<file path="src/core/hlpc_pkg.sv">
package hlpc_pkg;

    // Register word indices; byte address is four times the index
    localparam logic [5:0]  HLPC_IDX_CONF   = 6'h01;
    localparam logic [5:0]  HLPC_IDX_ACTUAL = 6'h10;
    localparam logic [5:0]  HLPC_IDX_TARGET = 6'h11;
    localparam logic [5:0]  HLPC_IDX_RANGE  = 6'h12;
    localparam logic [5:0]  HLPC_IDX_LATCH  = 6'h13;
    localparam logic [5:0]  HLPC_IDX_HOME   = 6'h14;
    localparam logic [5:0]  HLPC_IDX_STATUS = 6'h15;
    localparam logic [5:0]  HLPC_IDX_MASK   = 6'h16;
    localparam logic [1:0]  HLPC_ADDR_LANE  = 2'h0;

    localparam logic [31:0] HLPC_CONF_RESET  = 32'h0000_0000;
    localparam logic [31:0] HLPC_WORD_ZERO   = 32'h0000_0000;
    localparam logic [31:0] HLPC_RANGE_RESET = 32'h7FFF_FFFF;
    localparam logic [31:0] HLPC_ONE         = 32'h0000_0001;

    // Configuration field positions
    localparam int HLPC_BIT_LATCH_R_INACT = 12;
    localparam int HLPC_BIT_LATCH_R_ACT   = 13;
    localparam int HLPC_BIT_LEFT_HOME     = 14;
    localparam int HLPC_BIT_RIGHT_HOME    = 15;
    localparam int HLPC_SEL_LSB           = 16;
    localparam int HLPC_SEL_MSB           = 19;
    localparam int HLPC_BIT_TRACK         = 20;
    localparam int HLPC_BIT_CLR_TGT       = 21;
    localparam int HLPC_BIT_MODULO        = 22;

    // Home event selection encodings
    localparam logic [3:0] HLPC_HOME_HI_RISE = 4'h3;
    localparam logic [3:0] HLPC_HOME_HI_FALL = 4'h4;
    localparam logic [3:0] HLPC_HOME_HI_MID  = 4'h6;
    localparam logic [3:0] HLPC_HOME_LO_MID  = 4'h9;
    localparam logic [3:0] HLPC_HOME_LO_RISE = 4'hB;
    localparam logic [3:0] HLPC_HOME_LO_FALL = 4'hD;

    // Event bits of status and mask
    localparam int HLPC_EVT_W          = 3;
    localparam int HLPC_EVT_LATCH_DONE = 0;
    localparam int HLPC_EVT_STOP_LATCH = 1;
    localparam int HLPC_EVT_TARGET     = 2;

    localparam int HLPC_PIN_W     = 3;
    localparam int HLPC_PIN_LEFT  = 0;
    localparam int HLPC_PIN_RIGHT = 1;
    localparam int HLPC_PIN_HOME  = 2;

    typedef enum logic [1:0]
    {
        HLPC_PLACE_NONE = 2'h0,
        HLPC_PLACE_RISE = 2'h1,
        HLPC_PLACE_MID  = 2'h3,
        HLPC_PLACE_FALL = 2'h2
    } hlpc_place_t;

    typedef enum logic
    {
        HLPC_HS_OUTSIDE = 1'b0,
        HLPC_HS_INSIDE  = 1'b1
    } hlpc_home_state_t;

    function automatic hlpc_place_t hlpc_place(input logic [3:0] sel);
        unique case (sel)
            HLPC_HOME_HI_RISE, HLPC_HOME_LO_RISE: return HLPC_PLACE_RISE;
            HLPC_HOME_HI_FALL, HLPC_HOME_LO_FALL: return HLPC_PLACE_FALL;
            HLPC_HOME_HI_MID, HLPC_HOME_LO_MID:   return HLPC_PLACE_MID;
            default:                              return HLPC_PLACE_NONE;
        endcase
    endfunction

    function automatic logic hlpc_low_active(input logic [3:0] sel);
        return (sel == HLPC_HOME_LO_MID) || (sel == HLPC_HOME_LO_RISE)
            || (sel == HLPC_HOME_LO_FALL);
    endfunction

endpackage

</file>
<file path="src/core/hlpc_home_if.sv">
`timescale 1ns/1ps
interface hlpc_home_if;
    logic        home_ref;
    logic        move_up;
    logic [31:0] actual;
    logic [3:0]  event_sel;
    logic        home_event;
    logic [31:0] home_pos;

    modport detect
    (
        input  home_ref,
        input  move_up,
        input  actual,
        input  event_sel,
        output home_event,
        output home_pos
    );

    modport ctrl
    (
        output home_ref,
        output move_up,
        output actual,
        output event_sel,
        input  home_event,
        input  home_pos
    );
endinterface

</file>
<file path="src/core/hlpc_home_detect.sv">
`timescale 1ns/1ps
module hlpc_home_detect
    import hlpc_pkg::*;
(
    input  wire logic  core_clk,
    input  wire logic  rst_n,
    hlpc_home_if.detect hif
);

    hlpc_place_t       place;
    hlpc_home_state_t  state;
    logic              active;
    logic              active_d;
    logic              enter;
    logic              leave;
    logic [31:0]       entry_pos;
    logic [32:0]       mid_sum;

    assign place   = hlpc_place(hif.event_sel);
    // Low-active encodings invert the reference level
    assign active  = (place != HLPC_PLACE_NONE)
                   && (hif.home_ref ^ hlpc_low_active(hif.event_sel));
    assign enter   = active && !active_d;
    assign leave   = !active && active_d;
    assign mid_sum = {entry_pos[31], entry_pos} + {hif.actual[31], hif.actual};

    always_ff @(posedge core_clk or negedge rst_n)
    begin
        if (!rst_n)
            active_d <= 1'b0;
        else
            active_d <= active;
    end

    always_ff @(posedge core_clk or negedge rst_n)
    begin
        if (!rst_n)
        begin
            state     <= HLPC_HS_OUTSIDE;
            entry_pos <= HLPC_WORD_ZERO;
        end
        else
        begin
            unique case (state)
                HLPC_HS_OUTSIDE:
                    if (enter)
                    begin
                        state     <= HLPC_HS_INSIDE;
                        entry_pos <= hif.actual;
                    end
                HLPC_HS_INSIDE:
                    if (leave || !active)
                        state <= HLPC_HS_OUTSIDE;
            endcase
        end
    end

    // Rising edge of the range is its lower position end, whichever way
    // the motor travels through it
    always_ff @(posedge core_clk or negedge rst_n)
    begin
        if (!rst_n)
        begin
            hif.home_event <= 1'b0;
            hif.home_pos   <= HLPC_WORD_ZERO;
        end
        else
        begin
            hif.home_event <= 1'b0;
            unique case (place)
                HLPC_PLACE_RISE:
                    if ((enter && hif.move_up) || (leave && !hif.move_up))
                    begin
                        hif.home_event <= 1'b1;
                        hif.home_pos   <= hif.actual;
                    end
                HLPC_PLACE_FALL:
                    if ((leave && hif.move_up) || (enter && !hif.move_up))
                    begin
                        hif.home_event <= 1'b1;
                        hif.home_pos   <= hif.actual;
                    end
                HLPC_PLACE_MID:
                    if (leave && state == HLPC_HS_INSIDE)
                    begin
                        hif.home_event <= 1'b1;
                        hif.home_pos   <= mid_sum[32:1];
                    end
                HLPC_PLACE_NONE:
                    hif.home_event <= 1'b0;
            endcase
        end
    end

endmodule

</file>
<file path="src/core/hlpc_top.sv">
// The implementer's own choice: the plain strobed port.
`timescale 1ns/1ps
// How it works
// - Right stop going inactive copies actual position to latch when enabled.
// - Right stop going active copies actual position into latch when enabled.
// - Left stop also feeds the home reference when its home bit is set.
// - Right stop also feeds the home reference when its home bit is set.
// - Encoding 6 high-active, 9 low-active; home sits mid active range.
// - Encodings 3 and 11 put home at rising edge; 11 is low-active.
// - Encodings 4 and 13 put home at falling edge; 13 is low-active.
// - Tracking bit clear means the home register is never updated.
// - Tracking bit set stores position at next home event, raises latch-done.
// - Clearing that latch-done event also clears the tracking bit.
// - Without clear-at-target, positioning holds at the target.
// - With clear-at-target, position goes to zero and next ramp starts.
// - Modulo off lets position use the full signed 32-bit range.
// - Modulo on keeps position between minus limit and limit minus one.
module hlpc_top
    import hlpc_pkg::*;
(
    input  wire logic        core_clk,
    input  wire logic        reset_n,
    input  wire logic [7:0]  bus_addr,
    input  wire logic [31:0] bus_wdata,
    input  wire logic        bus_wr,
    input  wire logic        bus_rd,
    output logic      [31:0] bus_rdata,
    input  wire logic        left_stop_input,
    input  wire logic        right_stop_input,
    input  wire logic        home_ref_input,
    input  wire logic        step_pulse,
    input  wire logic        step_dir,
    input  wire logic        positioning_mode,
    output logic             irq,
    output logic             hold_at_target,
    output logic             ramp_restart,
    output logic      [31:0] actual_position
);

    logic                  rst_meta;
    logic                  rst_n;
    logic [HLPC_PIN_W-1:0] pin_raw;
    logic [HLPC_PIN_W-1:0] pin_meta;
    logic [HLPC_PIN_W-1:0] pin_sync;
    logic                  right_d;
    logic [31:0]           reference_switch_config;
    logic [31:0]           target_position;
    logic [31:0]           range_limit;
    logic [31:0]           position_latch;
    logic [31:0]           home_position;
    logic [HLPC_EVT_W-1:0] evt_status;
    logic [HLPC_EVT_W-1:0] evt_mask;
    logic [HLPC_EVT_W-1:0] evt_set;
    logic [HLPC_EVT_W-1:0] evt_clr;
    logic                  track_pending;
    logic                  move_up;
    logic                  at_target;
    logic                  at_target_d;
    logic                  target_hit;
    logic                  wr_conf;
    logic                  wr_actual;
    logic                  wr_status;
    logic                  right_rise;
    logic                  right_fall;
    logic                  track_capture;
    logic                  track_release;
    logic [31:0]           next_position;
    logic [31:0]           neg_limit;
    logic [31:0]           top_limit;

    hlpc_home_if hif();

    function automatic logic hit(input logic [5:0] idx);
        return (bus_addr[7:2] == idx) && (bus_addr[1:0] == HLPC_ADDR_LANE);
    endfunction

    // Reset release through two flops; assertion stays asynchronous
    always_ff @(posedge core_clk or negedge reset_n)
    begin
        if (!reset_n)
        begin
            rst_meta <= 1'b0;
            rst_n    <= 1'b0;
        end
        else
        begin
            rst_meta <= 1'b1;
            rst_n    <= rst_meta;
        end
    end

    assign pin_raw[HLPC_PIN_LEFT]  = left_stop_input;
    assign pin_raw[HLPC_PIN_RIGHT] = right_stop_input;
    assign pin_raw[HLPC_PIN_HOME]  = home_ref_input;

    // Switch pins are asynchronous; only the second stage is read
    for (genvar i = 0; i < HLPC_PIN_W; i++)
    begin : g_sync
        always_ff @(posedge core_clk or negedge rst_n)
        begin
            if (!rst_n)
            begin
                pin_meta[i] <= 1'b0;
                pin_sync[i] <= 1'b0;
            end
            else
            begin
                pin_meta[i] <= pin_raw[i];
                pin_sync[i] <= pin_meta[i];
            end
        end
    end

    always_ff @(posedge core_clk or negedge rst_n)
    begin
        if (!rst_n)
            right_d <= 1'b0;
        else
            right_d <= pin_sync[HLPC_PIN_RIGHT];
    end

    assign right_rise = pin_sync[HLPC_PIN_RIGHT] && !right_d;
    assign right_fall = !pin_sync[HLPC_PIN_RIGHT] && right_d;

    assign wr_conf   = bus_wr && hit(HLPC_IDX_CONF);
    assign wr_actual = bus_wr && hit(HLPC_IDX_ACTUAL);
    assign wr_status = bus_wr && hit(HLPC_IDX_STATUS);

    // Home reference combines the dedicated pin with optional stops
    assign hif.home_ref = pin_sync[HLPC_PIN_HOME]
        || (pin_sync[HLPC_PIN_LEFT]
            && reference_switch_config[HLPC_BIT_LEFT_HOME])
        || (pin_sync[HLPC_PIN_RIGHT]
            && reference_switch_config[HLPC_BIT_RIGHT_HOME]);
    assign hif.move_up   = move_up;
    assign hif.actual    = actual_position;
    assign hif.event_sel =
        reference_switch_config[HLPC_SEL_MSB:HLPC_SEL_LSB];

    hlpc_home_detect u_home
    (
        .core_clk (core_clk),
        .rst_n    (rst_n),
        .hif      (hif)
    );

    // Single shot: once captured, later home events wait for a new start
    assign track_capture = hif.home_event && !track_pending
        && reference_switch_config[HLPC_BIT_TRACK];
    assign evt_clr = wr_status ? bus_wdata[HLPC_EVT_W-1:0]
                               : {HLPC_EVT_W{1'b0}};
    // A capture in the clearing cycle keeps the start bit alive
    assign track_release = track_pending && !track_capture
        && evt_clr[HLPC_EVT_LATCH_DONE];

    always_ff @(posedge core_clk or negedge rst_n)
    begin
        if (!rst_n)
            reference_switch_config <= HLPC_CONF_RESET;
        else if (wr_conf)
            reference_switch_config <= bus_wdata;
        else if (track_release)
            reference_switch_config[HLPC_BIT_TRACK] <= 1'b0;
    end

    always_ff @(posedge core_clk or negedge rst_n)
    begin
        if (!rst_n)
            track_pending <= 1'b0;
        else if (track_capture)
            track_pending <= 1'b1;
        else if (track_release
                 || !reference_switch_config[HLPC_BIT_TRACK])
            track_pending <= 1'b0;
    end

    always_ff @(posedge core_clk or negedge rst_n)
    begin
        if (!rst_n)
            home_position <= HLPC_WORD_ZERO;
        else if (track_capture)
            home_position <= hif.home_pos;
    end

    always_ff @(posedge core_clk or negedge rst_n)
    begin
        if (!rst_n)
            position_latch <= HLPC_WORD_ZERO;
        else if ((right_fall
                  && reference_switch_config[HLPC_BIT_LATCH_R_INACT])
                 || (right_rise
                  && reference_switch_config[HLPC_BIT_LATCH_R_ACT]))
            position_latch <= actual_position;
    end

    always_ff @(posedge core_clk or negedge rst_n)
    begin
        if (!rst_n)
        begin
            target_position <= HLPC_WORD_ZERO;
            range_limit     <= HLPC_RANGE_RESET;
        end
        else
        begin
            if (bus_wr && hit(HLPC_IDX_TARGET))
                target_position <= bus_wdata;
            if (bus_wr && hit(HLPC_IDX_RANGE))
                range_limit <= bus_wdata;
        end
    end

    assign neg_limit = HLPC_WORD_ZERO - range_limit;
    assign top_limit = range_limit - HLPC_ONE;

    // Step counting; wrap only applies in modulo mode
    always_comb
    begin
        next_position = actual_position;
        if (step_pulse)
        begin
            if (!reference_switch_config[HLPC_BIT_MODULO])
                next_position = step_dir ? actual_position + HLPC_ONE
                                         : actual_position - HLPC_ONE;
            else if (step_dir)
                next_position =
                    ($signed(actual_position) >= $signed(top_limit))
                    ? neg_limit : actual_position + HLPC_ONE;
            else
                next_position =
                    ($signed(actual_position) <= $signed(neg_limit))
                    ? top_limit : actual_position - HLPC_ONE;
        end
    end

    assign at_target  = positioning_mode
                     && (actual_position == target_position);
    assign target_hit = at_target && !at_target_d;

    always_ff @(posedge core_clk or negedge rst_n)
    begin
        if (!rst_n)
            at_target_d <= 1'b0;
        else
            at_target_d <= at_target;
    end

    always_ff @(posedge core_clk or negedge rst_n)
    begin
        if (!rst_n)
            move_up <= 1'b1;
        else if (step_pulse)
            move_up <= step_dir;
    end

    // Clearing at target takes priority over a step in the same cycle
    always_ff @(posedge core_clk or negedge rst_n)
    begin
        if (!rst_n)
            actual_position <= HLPC_WORD_ZERO;
        else if (wr_actual)
            actual_position <= bus_wdata;
        else if (target_hit
                 && reference_switch_config[HLPC_BIT_CLR_TGT])
            actual_position <= HLPC_WORD_ZERO;
        else
            actual_position <= next_position;
    end

    always_ff @(posedge core_clk or negedge rst_n)
    begin
        if (!rst_n)
        begin
            hold_at_target <= 1'b0;
            ramp_restart   <= 1'b0;
        end
        else
        begin
            hold_at_target <= at_target
                && !reference_switch_config[HLPC_BIT_CLR_TGT];
            ramp_restart   <= target_hit
                && reference_switch_config[HLPC_BIT_CLR_TGT];
        end
    end

    always_comb
    begin
        evt_set = {HLPC_EVT_W{1'b0}};
        evt_set[HLPC_EVT_LATCH_DONE] = track_capture;
        evt_set[HLPC_EVT_STOP_LATCH] =
            (right_fall && reference_switch_config[HLPC_BIT_LATCH_R_INACT])
            || (right_rise && reference_switch_config[HLPC_BIT_LATCH_R_ACT]);
        evt_set[HLPC_EVT_TARGET] = target_hit;
    end

    // Set beats a write-one-to-clear landing in the same cycle
    always_ff @(posedge core_clk or negedge rst_n)
    begin
        if (!rst_n)
            evt_status <= {HLPC_EVT_W{1'b0}};
        else
            evt_status <= (evt_status & ~evt_clr) | evt_set;
    end

    always_ff @(posedge core_clk or negedge rst_n)
    begin
        if (!rst_n)
            evt_mask <= {HLPC_EVT_W{1'b0}};
        else if (bus_wr && hit(HLPC_IDX_MASK))
            evt_mask <= bus_wdata[HLPC_EVT_W-1:0];
    end

    // Follows status with one cycle of delay, but stays a clean flop output
    always_ff @(posedge core_clk or negedge rst_n)
    begin
        if (!rst_n)
            irq <= 1'b0;
        else
            irq <= |(evt_status & evt_mask);
    end

    // Read data is valid only in the cycle after the read strobe
    always_ff @(posedge core_clk or negedge rst_n)
    begin
        if (!rst_n)
            bus_rdata <= HLPC_WORD_ZERO;
        else if (!bus_rd)
            bus_rdata <= HLPC_WORD_ZERO;
        else if (hit(HLPC_IDX_CONF))
            bus_rdata <= reference_switch_config;
        else if (hit(HLPC_IDX_ACTUAL))
            bus_rdata <= actual_position;
        else if (hit(HLPC_IDX_TARGET))
            bus_rdata <= target_position;
        else if (hit(HLPC_IDX_RANGE))
            bus_rdata <= range_limit;
        else if (hit(HLPC_IDX_LATCH))
            bus_rdata <= position_latch;
        else if (hit(HLPC_IDX_HOME))
            bus_rdata <= home_position;
        else if (hit(HLPC_IDX_STATUS))
            bus_rdata <= {{(32-HLPC_EVT_W){1'b0}}, evt_status};
        else if (hit(HLPC_IDX_MASK))
            bus_rdata <= {{(32-HLPC_EVT_W){1'b0}}, evt_mask};
        else
            bus_rdata <= HLPC_WORD_ZERO;
    end

endmodule

</file>
<file path="config.mk">
export PLATFORM = sky130hd
export DESIGN_NAME = hlpc_top
export DESIGN_NICKNAME = d
export VERILOG_FILES = /design/src/core/hlpc_pkg.sv /design/src/core/hlpc_home_if.sv /design/src/core/hlpc_home_detect.sv /design/src/core/hlpc_top.sv
export SDC_FILE = /design/constraint.sdc
export NUM_CORES = 1
export LEC_CHECK = 0
export ABC_AREA = 1
export BUFFER_PORTS_ARGS = -buffer_cell sky130_fd_sc_hd__buf_2
export CAP_MARGIN = 5
export CORE_MARGIN = 10
export CORE_UTILIZATION = 40
export DETAILED_ROUTE_END_ITERATION = 16
export MAX_ROUTING_LAYER = met4
export PLACE_DENSITY_LB_ADDON = 0.1
export SKIP_LAST_GASP = 1
export SLEW_MARGIN = 10
export SYNTH_ARGS = -nofsm -noshare
export SYNTH_HDL_FRONTEND = slang
export SYNTH_SLANG_ARGS = --single-unit
</file>
<file path="constraint.sdc">
create_clock -name core_clk -period 12.54 [get_ports core_clk]
set_input_delay 0.627 -clock core_clk [delete_from_list [all_inputs] [get_ports core_clk]]
set_output_delay 0.627 -clock core_clk [all_outputs]
set_load 0.02 [all_outputs]
</file>
==> results.sh, run 1 <==
export IMPL_clk_path_buf_depth=3
export IMPL_grt_total_usage=0.325
export IMPL_syn_inst=2995
export IMPL_grt_pass1_wl_um=147000
export IMPL_gp_congestion=1.06
export IMPL_portBuffers=116
export IMPL_crit_arrival_ns=6.77
export IMPL_coreArea_um2=52800
export IMPL_hold_path_class="in2reg"
export IMPL_rsz0062_at_grt="false"
export IMPL_dr_total_vias=22500
export IMPL_grt_antenna_before_repair=5
export IMPL_rows=84
export IMPL_area_growth_pct=13.1
export IMPL_ios=117
export IMPL_synth_top_flop_cell="dfrtp_1"
export IMPL_path_common_cell="nand2_1"
export IMPL_syn_cell_area_um2=21400
export IMPL_syn_avg_cell_area_um2=7.14
export IMPL_status="finished clean"
export IMPL_maxSlewViolCount=0
export IMPL_fin_crit_ns=6.28
export IMPL_worstSkewPairLatency_ns=0.59
export IMPL_dp_hpwl_um=75000
export IMPL_clock_skew_ns=0.0321
export IMPL_power_leakage_uw=0.0116
export IMPL_holdWs_ns=0.142
export IMPL_path_cells="inv_1, ha_1, inv_1, nor2_1, nand2_1, nor2_1, nor4b_2, xor2_1, inv_1, ha_1, nand2_1, nor2_1, nor3b_1, nand2_1, nand3_2, nand3_2, nand2_1, nand2_1, nand3_1, nand4_1, a21oi_1"
export IMPL_synth_seq_area_share=0.367
export IMPL_worst_slew_pin_slew_ns=1.15
export IMPL_drc_errors=0
export IMPL_grt_pass1_vias=21000
export IMPL_first_pass_iters=6
export IMPL_synth_edf_count=0
export IMPL_vias_per_cell=5.94
export IMPL_start_util=0.405
export IMPL_die_y_um=251
export IMPL_grt_max_degree=171
export IMPL_cpLargestDelayFamily="simple AND/OR/NAND/NOR gates"
export IMPL_multi_input_area_um2=11700
export IMPL_synthArstFlopShare=1.00
export IMPL_final_net_count=3213
export IMPL_clock_root_buffer="clkbuf_16"
export IMPL_place_area_um2=22700
export IMPL_drive_gt1_frac=0.110
export IMPL_routed_wl_um=103000
export IMPL_fill_cells=5433
export IMPL_ys_ff_latch=312
export IMPL_critical_path_class="reg2reg"
export IMPL_die_w_um=251
export IMPL_power_density_nw_per_um2=265
export IMPL_min_period_over_period=0.501
export IMPL_synth_cell_type_count=60
export IMPL_post_cts_buffers=0
export IMPL_dieArea_um2=63100
export IMPL_cp_start_kind="flop"
export IMPL_regArea_um2=7850
export IMPL_fin_tns_setup_ns=0
export IMPL_synth_warnings=0
export IMPL_wire_per_inst_um=27.1
export IMPL_path_clk_slew_ns=0.06
export IMPL_cts_made_buffers=39
export IMPL_grt_ovfl_total=0
export IMPL_hold_viol=0
export IMPL_critical_path_buf_inv_count=3
export IMPL_setup_violations_final=0
export IMPL_fmax_mhz=159
export IMPL_cpPeakStageDelay_ns=0.82
export IMPL_h_tree_depth=2
export IMPL_synth_fp_nets=3144
export IMPL_cts_tree="yes"
export IMPL_relSlewSlack=0.212
export IMPL_clock_sinks=312
export IMPL_antenna_left=0
export IMPL_end_kind="flop"
export IMPL_irDropWorstVdd_uv=226
export IMPL_cp_required_ns=13.03
export IMPL_final_area_um2=24200
export IMPL_worst_path_max_delay_cell="nand3_2"
export IMPL_drv_cap=0
export IMPL_drt_iter0_drc=2748
export IMPL_worstPathMaxFanout=31
-- cells in the final DEF, fill, tap and decap left out, drive strengths merged, types with 2 or more instances in the layout --
master      n
xor2       96
inv       329
a221oi      5
o21a        4
clkinvlp    6
dfstp      32
and2        3
a21o       15
o221a       3
clkinv     11
bufinv      8
or2        12
o211ai      9
o21ai     314
o21bai      4
buf       176
o22ai      19
nor4       20
a21oi     212
nand3b      6
xnor2      12
clkbuf     47
a2111oi     6
dfrtp     280
ha         98
a31oi       7
diode       5
nand4      99
nor3       39
o221ai      3
mux2        7
mux2i       2
nand2     682
nand3     135
o2111ai     6
a211oi     19
a22oi      32
nor3b       6
nor2      321
-- power by group --
| part | switching [uW] | internal, uW | total, uW |
|---|---|---|---|
| Combinational | 2630 | 1090 | 3720 |
| Sequential | 166 | 1220 | 1390 |
| Clock | 515 | 776 | 1290 |
-- through the flow --
step	instances	utilization	setup slack (ns)	power, uW
global placement	3710	0.430	6.35	5010
floorplan	2995	-	3.26	3710
CTS	3783	0.458	6.35	6320
global route	3787	0.458	5.98	6790
detailed placement	3710	0.430	6.41	5010
finish	3788	0.458	6.26	6400
-- flip-flops by register name, summed over array words and instances (netlist names), 3 cells and up --
register / cells
range_limit: 32
target_position: 32
bus_rdata: 32
home_position: 32
evt_mask: 3
position_latch: 32
pin_sync: 3
pin_meta: 3
u_home.entry_pos: 32
u_home.hif.home_pos: 32
reference_switch_config: 32
actual_position: 32
evt_status: 3
-- logic make-up after synthesis --
kind of cell / count (synthesis) / share of synthesized area
xor+xnor: 108 / 0.0442
other cells: 1 / 0.000175
buf+inv: 478 / 0.0883
simple gates: 1325 / 0.266
mux: 9 / 0.00462
fa+ha+maj: 99 / 0.0583
compound gates: 663 / 0.172
flops: 312 / 0.367
-- path summary, 6_finish.rpt --
| path | startpoint | slack [ns] | endpoint | depth (start not counted) |
|---|---|---|---|---|
| min in group asynchronous | rst_n | 0.26 | actual_position[7] | 0 |
| worst max register to register | range_limit[0] | 6.26 | actual_position[24] | 21 |
| worst min register to register | rst_n | 0.26 | actual_position[7] | 0 |
| worst max-delay path | range_limit[0] | 6.26 | actual_position[24] | 21 |
| max in group asynchronous | rst_n | 10.14 | u_home.hif.home_pos[10] | 2 |
| worst min-delay path | left_stop_input | 0.14 | pin_meta[0] | 1 |
-- synth_stat cells (all sizes together), types with 49 or more instances --
cell    instances  area share
xor2           96       0.039
nand3         135       0.033
dfrtp         280        0.33
o21ai         314       0.073
ha             98       0.057
nor2          321       0.058
inv           326       0.057
nand4          99       0.030
a21oi         212       0.050
buf            49       0.013
nand2         682        0.12
clkbuf        100       0.018
-- what timing repair did --
item	4_1_cts	5_1_grt
resized for setup	0	0
hold endpoints to repair	2	0
hold buffers	1	0
setup endpoints to repair	0	0
-- area by class of cell --
cell class | count | share of cell area
multi-input combinational | 2205 | 0.485
sequential | 312 | 0.325
inverter | 329 | 0.0511
clock buffer | 47 | 0.0437
timing repair buffer | 177 | 0.0436
tap | 688 | 0.0356
clock inverter | 25 | 0.0163
antenna | 5 | 0.000517
-- layer usage --
metal	up-vias	track usage	routed length, um
li1	10100	-	-
met1	11000	0.427	43300
met2	1237	0.489	45300
met3	217	0.0510	9290
met4	0	0.141	4980
met5	-	-	0
No activity file was read; power rests on OpenSTA's default activity.
==> run 2, diff against run 1 <==
clock period = 6.5 ns   (was 12.54 ns; I/O delays follow)
==> results.sh, run 2 (synthesis results as in run 1) <==
export IMPL_hold_path_cell_count=3
export IMPL_die_y_um=251
export IMPL_drt_iter0_drc=2725
export IMPL_dp_hpwl_um=77000
export IMPL_clock_sinks=312
export IMPL_fill_cells=5393
export IMPL_power_density_nw_per_um2=512
export IMPL_worstSkewPairLatency_ns=0.60
export IMPL_ios=117
export IMPL_status="finished clean"
export IMPL_worst_slew_pin_slew_ns=1.20
export IMPL_final_cell_count_no_fill=3796
export IMPL_worstHoldStart="bus_wdata[20]"
export IMPL_clock_root_buffer="clkbuf_16"
export IMPL_rsz0062_at_grt="false"
export IMPL_maxSlewViolCount=0
export IMPL_first_pass_iters=6
export IMPL_fin_tns_setup_ns=0
export IMPL_r2r_start="range_limit[0]"
export IMPL_fmax_mhz=189
export IMPL_die_w_um=251
export IMPL_worst_r2r_path_depth=24
export IMPL_area_growth_pct=13.4
export IMPL_final_common_cell="nand2_1"
export IMPL_dr_total_vias=22200
export IMPL_cp_start_kind="flop"
export IMPL_worstPathMaxFanout=27
export IMPL_relSlewSlack=0.196
export IMPL_rrSetupSlack_ns=1.20
export IMPL_p_total_uw=12400
export IMPL_dieArea_um2=63100
export IMPL_coreArea_um2=52800
export IMPL_grt_ovfl_total=0
export IMPL_crit_arrival_ns=5.77
export IMPL_power_leakage_uw=0.0117
export IMPL_final_net_count=3221
export IMPL_gp_congestion=1.03
export IMPL_cts_made_buffers=40
export IMPL_wire_per_inst_um=27.9
export IMPL_grt_max_degree=141
export IMPL_cp_required_ns=6.97
export IMPL_hold_path_class="in2reg"
export IMPL_rows=84
export IMPL_drc_errors=0
export IMPL_start_util=0.405
export IMPL_routed_wl_um=106000
export IMPL_layout_common_cells="nand2_1, inv_1, nor2_1"
export IMPL_whs_endpoint="range_limit[20]"
export IMPL_irDropWorstVdd_uv=368
export IMPL_placed_cells=3713
export IMPL_h_tree_depth=2
export IMPL_fin_crit_ns=5.30
export IMPL_drv_cap=0
export IMPL_grt_total_usage=0.336
export IMPL_rr_endpoint="actual_position[8]"
export IMPL_grt_pass1_wl_um=151000
export IMPL_setup_violations_final=0
export IMPL_drive_gt1_frac=0.110
export IMPL_critical_path_class="reg2reg"
export IMPL_grt_pass1_vias=21100
export IMPL_min_period_over_period=0.815
export IMPL_clk_path_buf_depth=3
export IMPL_cts_tree="yes"
export IMPL_path_clk_slew_ns=0.06
export IMPL_hold_viol=0
export IMPL_portBuffers=116
export IMPL_clock_skew_ns=0.0326
export IMPL_vias_per_cell=5.84
export IMPL_antenna_left=0
export IMPL_end_kind="flop"
export IMPL_grt_antenna_before_repair=3
run 2: worst max-delay path, stage by stage, from the launching register on:
cell and delay (ns):
dfstp_2 0.40, inv_1 0.13, ha_1 0.21, inv_1 0.06, nor2_1 0.16, nand2_1 0.13, nor2_1 0.32, nor4b_2 0.36
xor2_1 0.48, inv_1 0.15, ha_1 0.30, nand2_1 0.07, nor2_1 0.12, nor3b_1 0.26, nand2_1 0.13, nand3_2 0.07
buf_4 0.35, nand3_1 0.58, buf_4 0.44, nand2_1 0.11, nand3_1 0.07, nand2_1 0.07, nand2_1 0.05, nand2_1 0.08
a21oi_1 0.06
run 2: metrics by stage:
stage	util	worst slack [ns]	cell area (um^2)	hold WS, ns
final	0.460	1.20	24300	0.0536
after global routing	0.460	0.693	24200	0.0565
after CTS	0.459	1.28	24200	0.0257
after detailed placement	0.431	1.30	22700	0.114
after global placement	0.431	1.20	22700	0.114
after floorplan	-	1.43	21400	0.0294
run 2: worst max-delay path by stage:
stage	slack, ns	cells past startpoint	end	startpoint
2_1_floorplan	1.43	0	actual_position[0]	rst_n
3_3_place_gp	1.20	24	actual_position[26]	range_limit[0]
3_5_place_dp	1.30	24	actual_position[26]	range_limit[0]
4_1_cts	1.28	24	actual_position[1]	range_limit[0]
5_1_grt	0.69	28	actual_position[1]	range_limit[0]
6_report	1.20	24	actual_position[8]	range_limit[0]
run 2: routing by layer:
layer	GRT usage	vias to the layer above	part of all wire
met3	0.0579	193	0.085
met4	0.145	0	0.048
met1	0.441	10700	0.43
met5	-	-	0
met2	0.503	1132	0.44
li1	-	10100	-
run 2: final cells by class:
cell class                      count  area (um^2)  area share
Inverter                          329         1230      0.0509
Sequential cell                   312         7850       0.324
Antenna cell                        4         10.0    0.000413
Tap cell                          688          861      0.0355
Clock inverter                     23          342      0.0141
Clock buffer                       51         1110      0.0459
Multi-Input combinational cell   2205        11700       0.483
Timing Repair Buffer              184         1130      0.0465
run 2: what timing repair did:
action,in CTS,in global routing
setup buffers,0,0
hold buffers,5,0
hold endpoints to repair,6,0
resized for setup,0,0
run 2: where the power goes:
group,total [uW],leakage [uW],switching (uW),internal (uW)
sequential,2820,0.00381,456,2360
clock,2480,0.000705,1000,1470
combinational,7130,0.00717,5010,2120
total,12400,0.0117,6470,5950
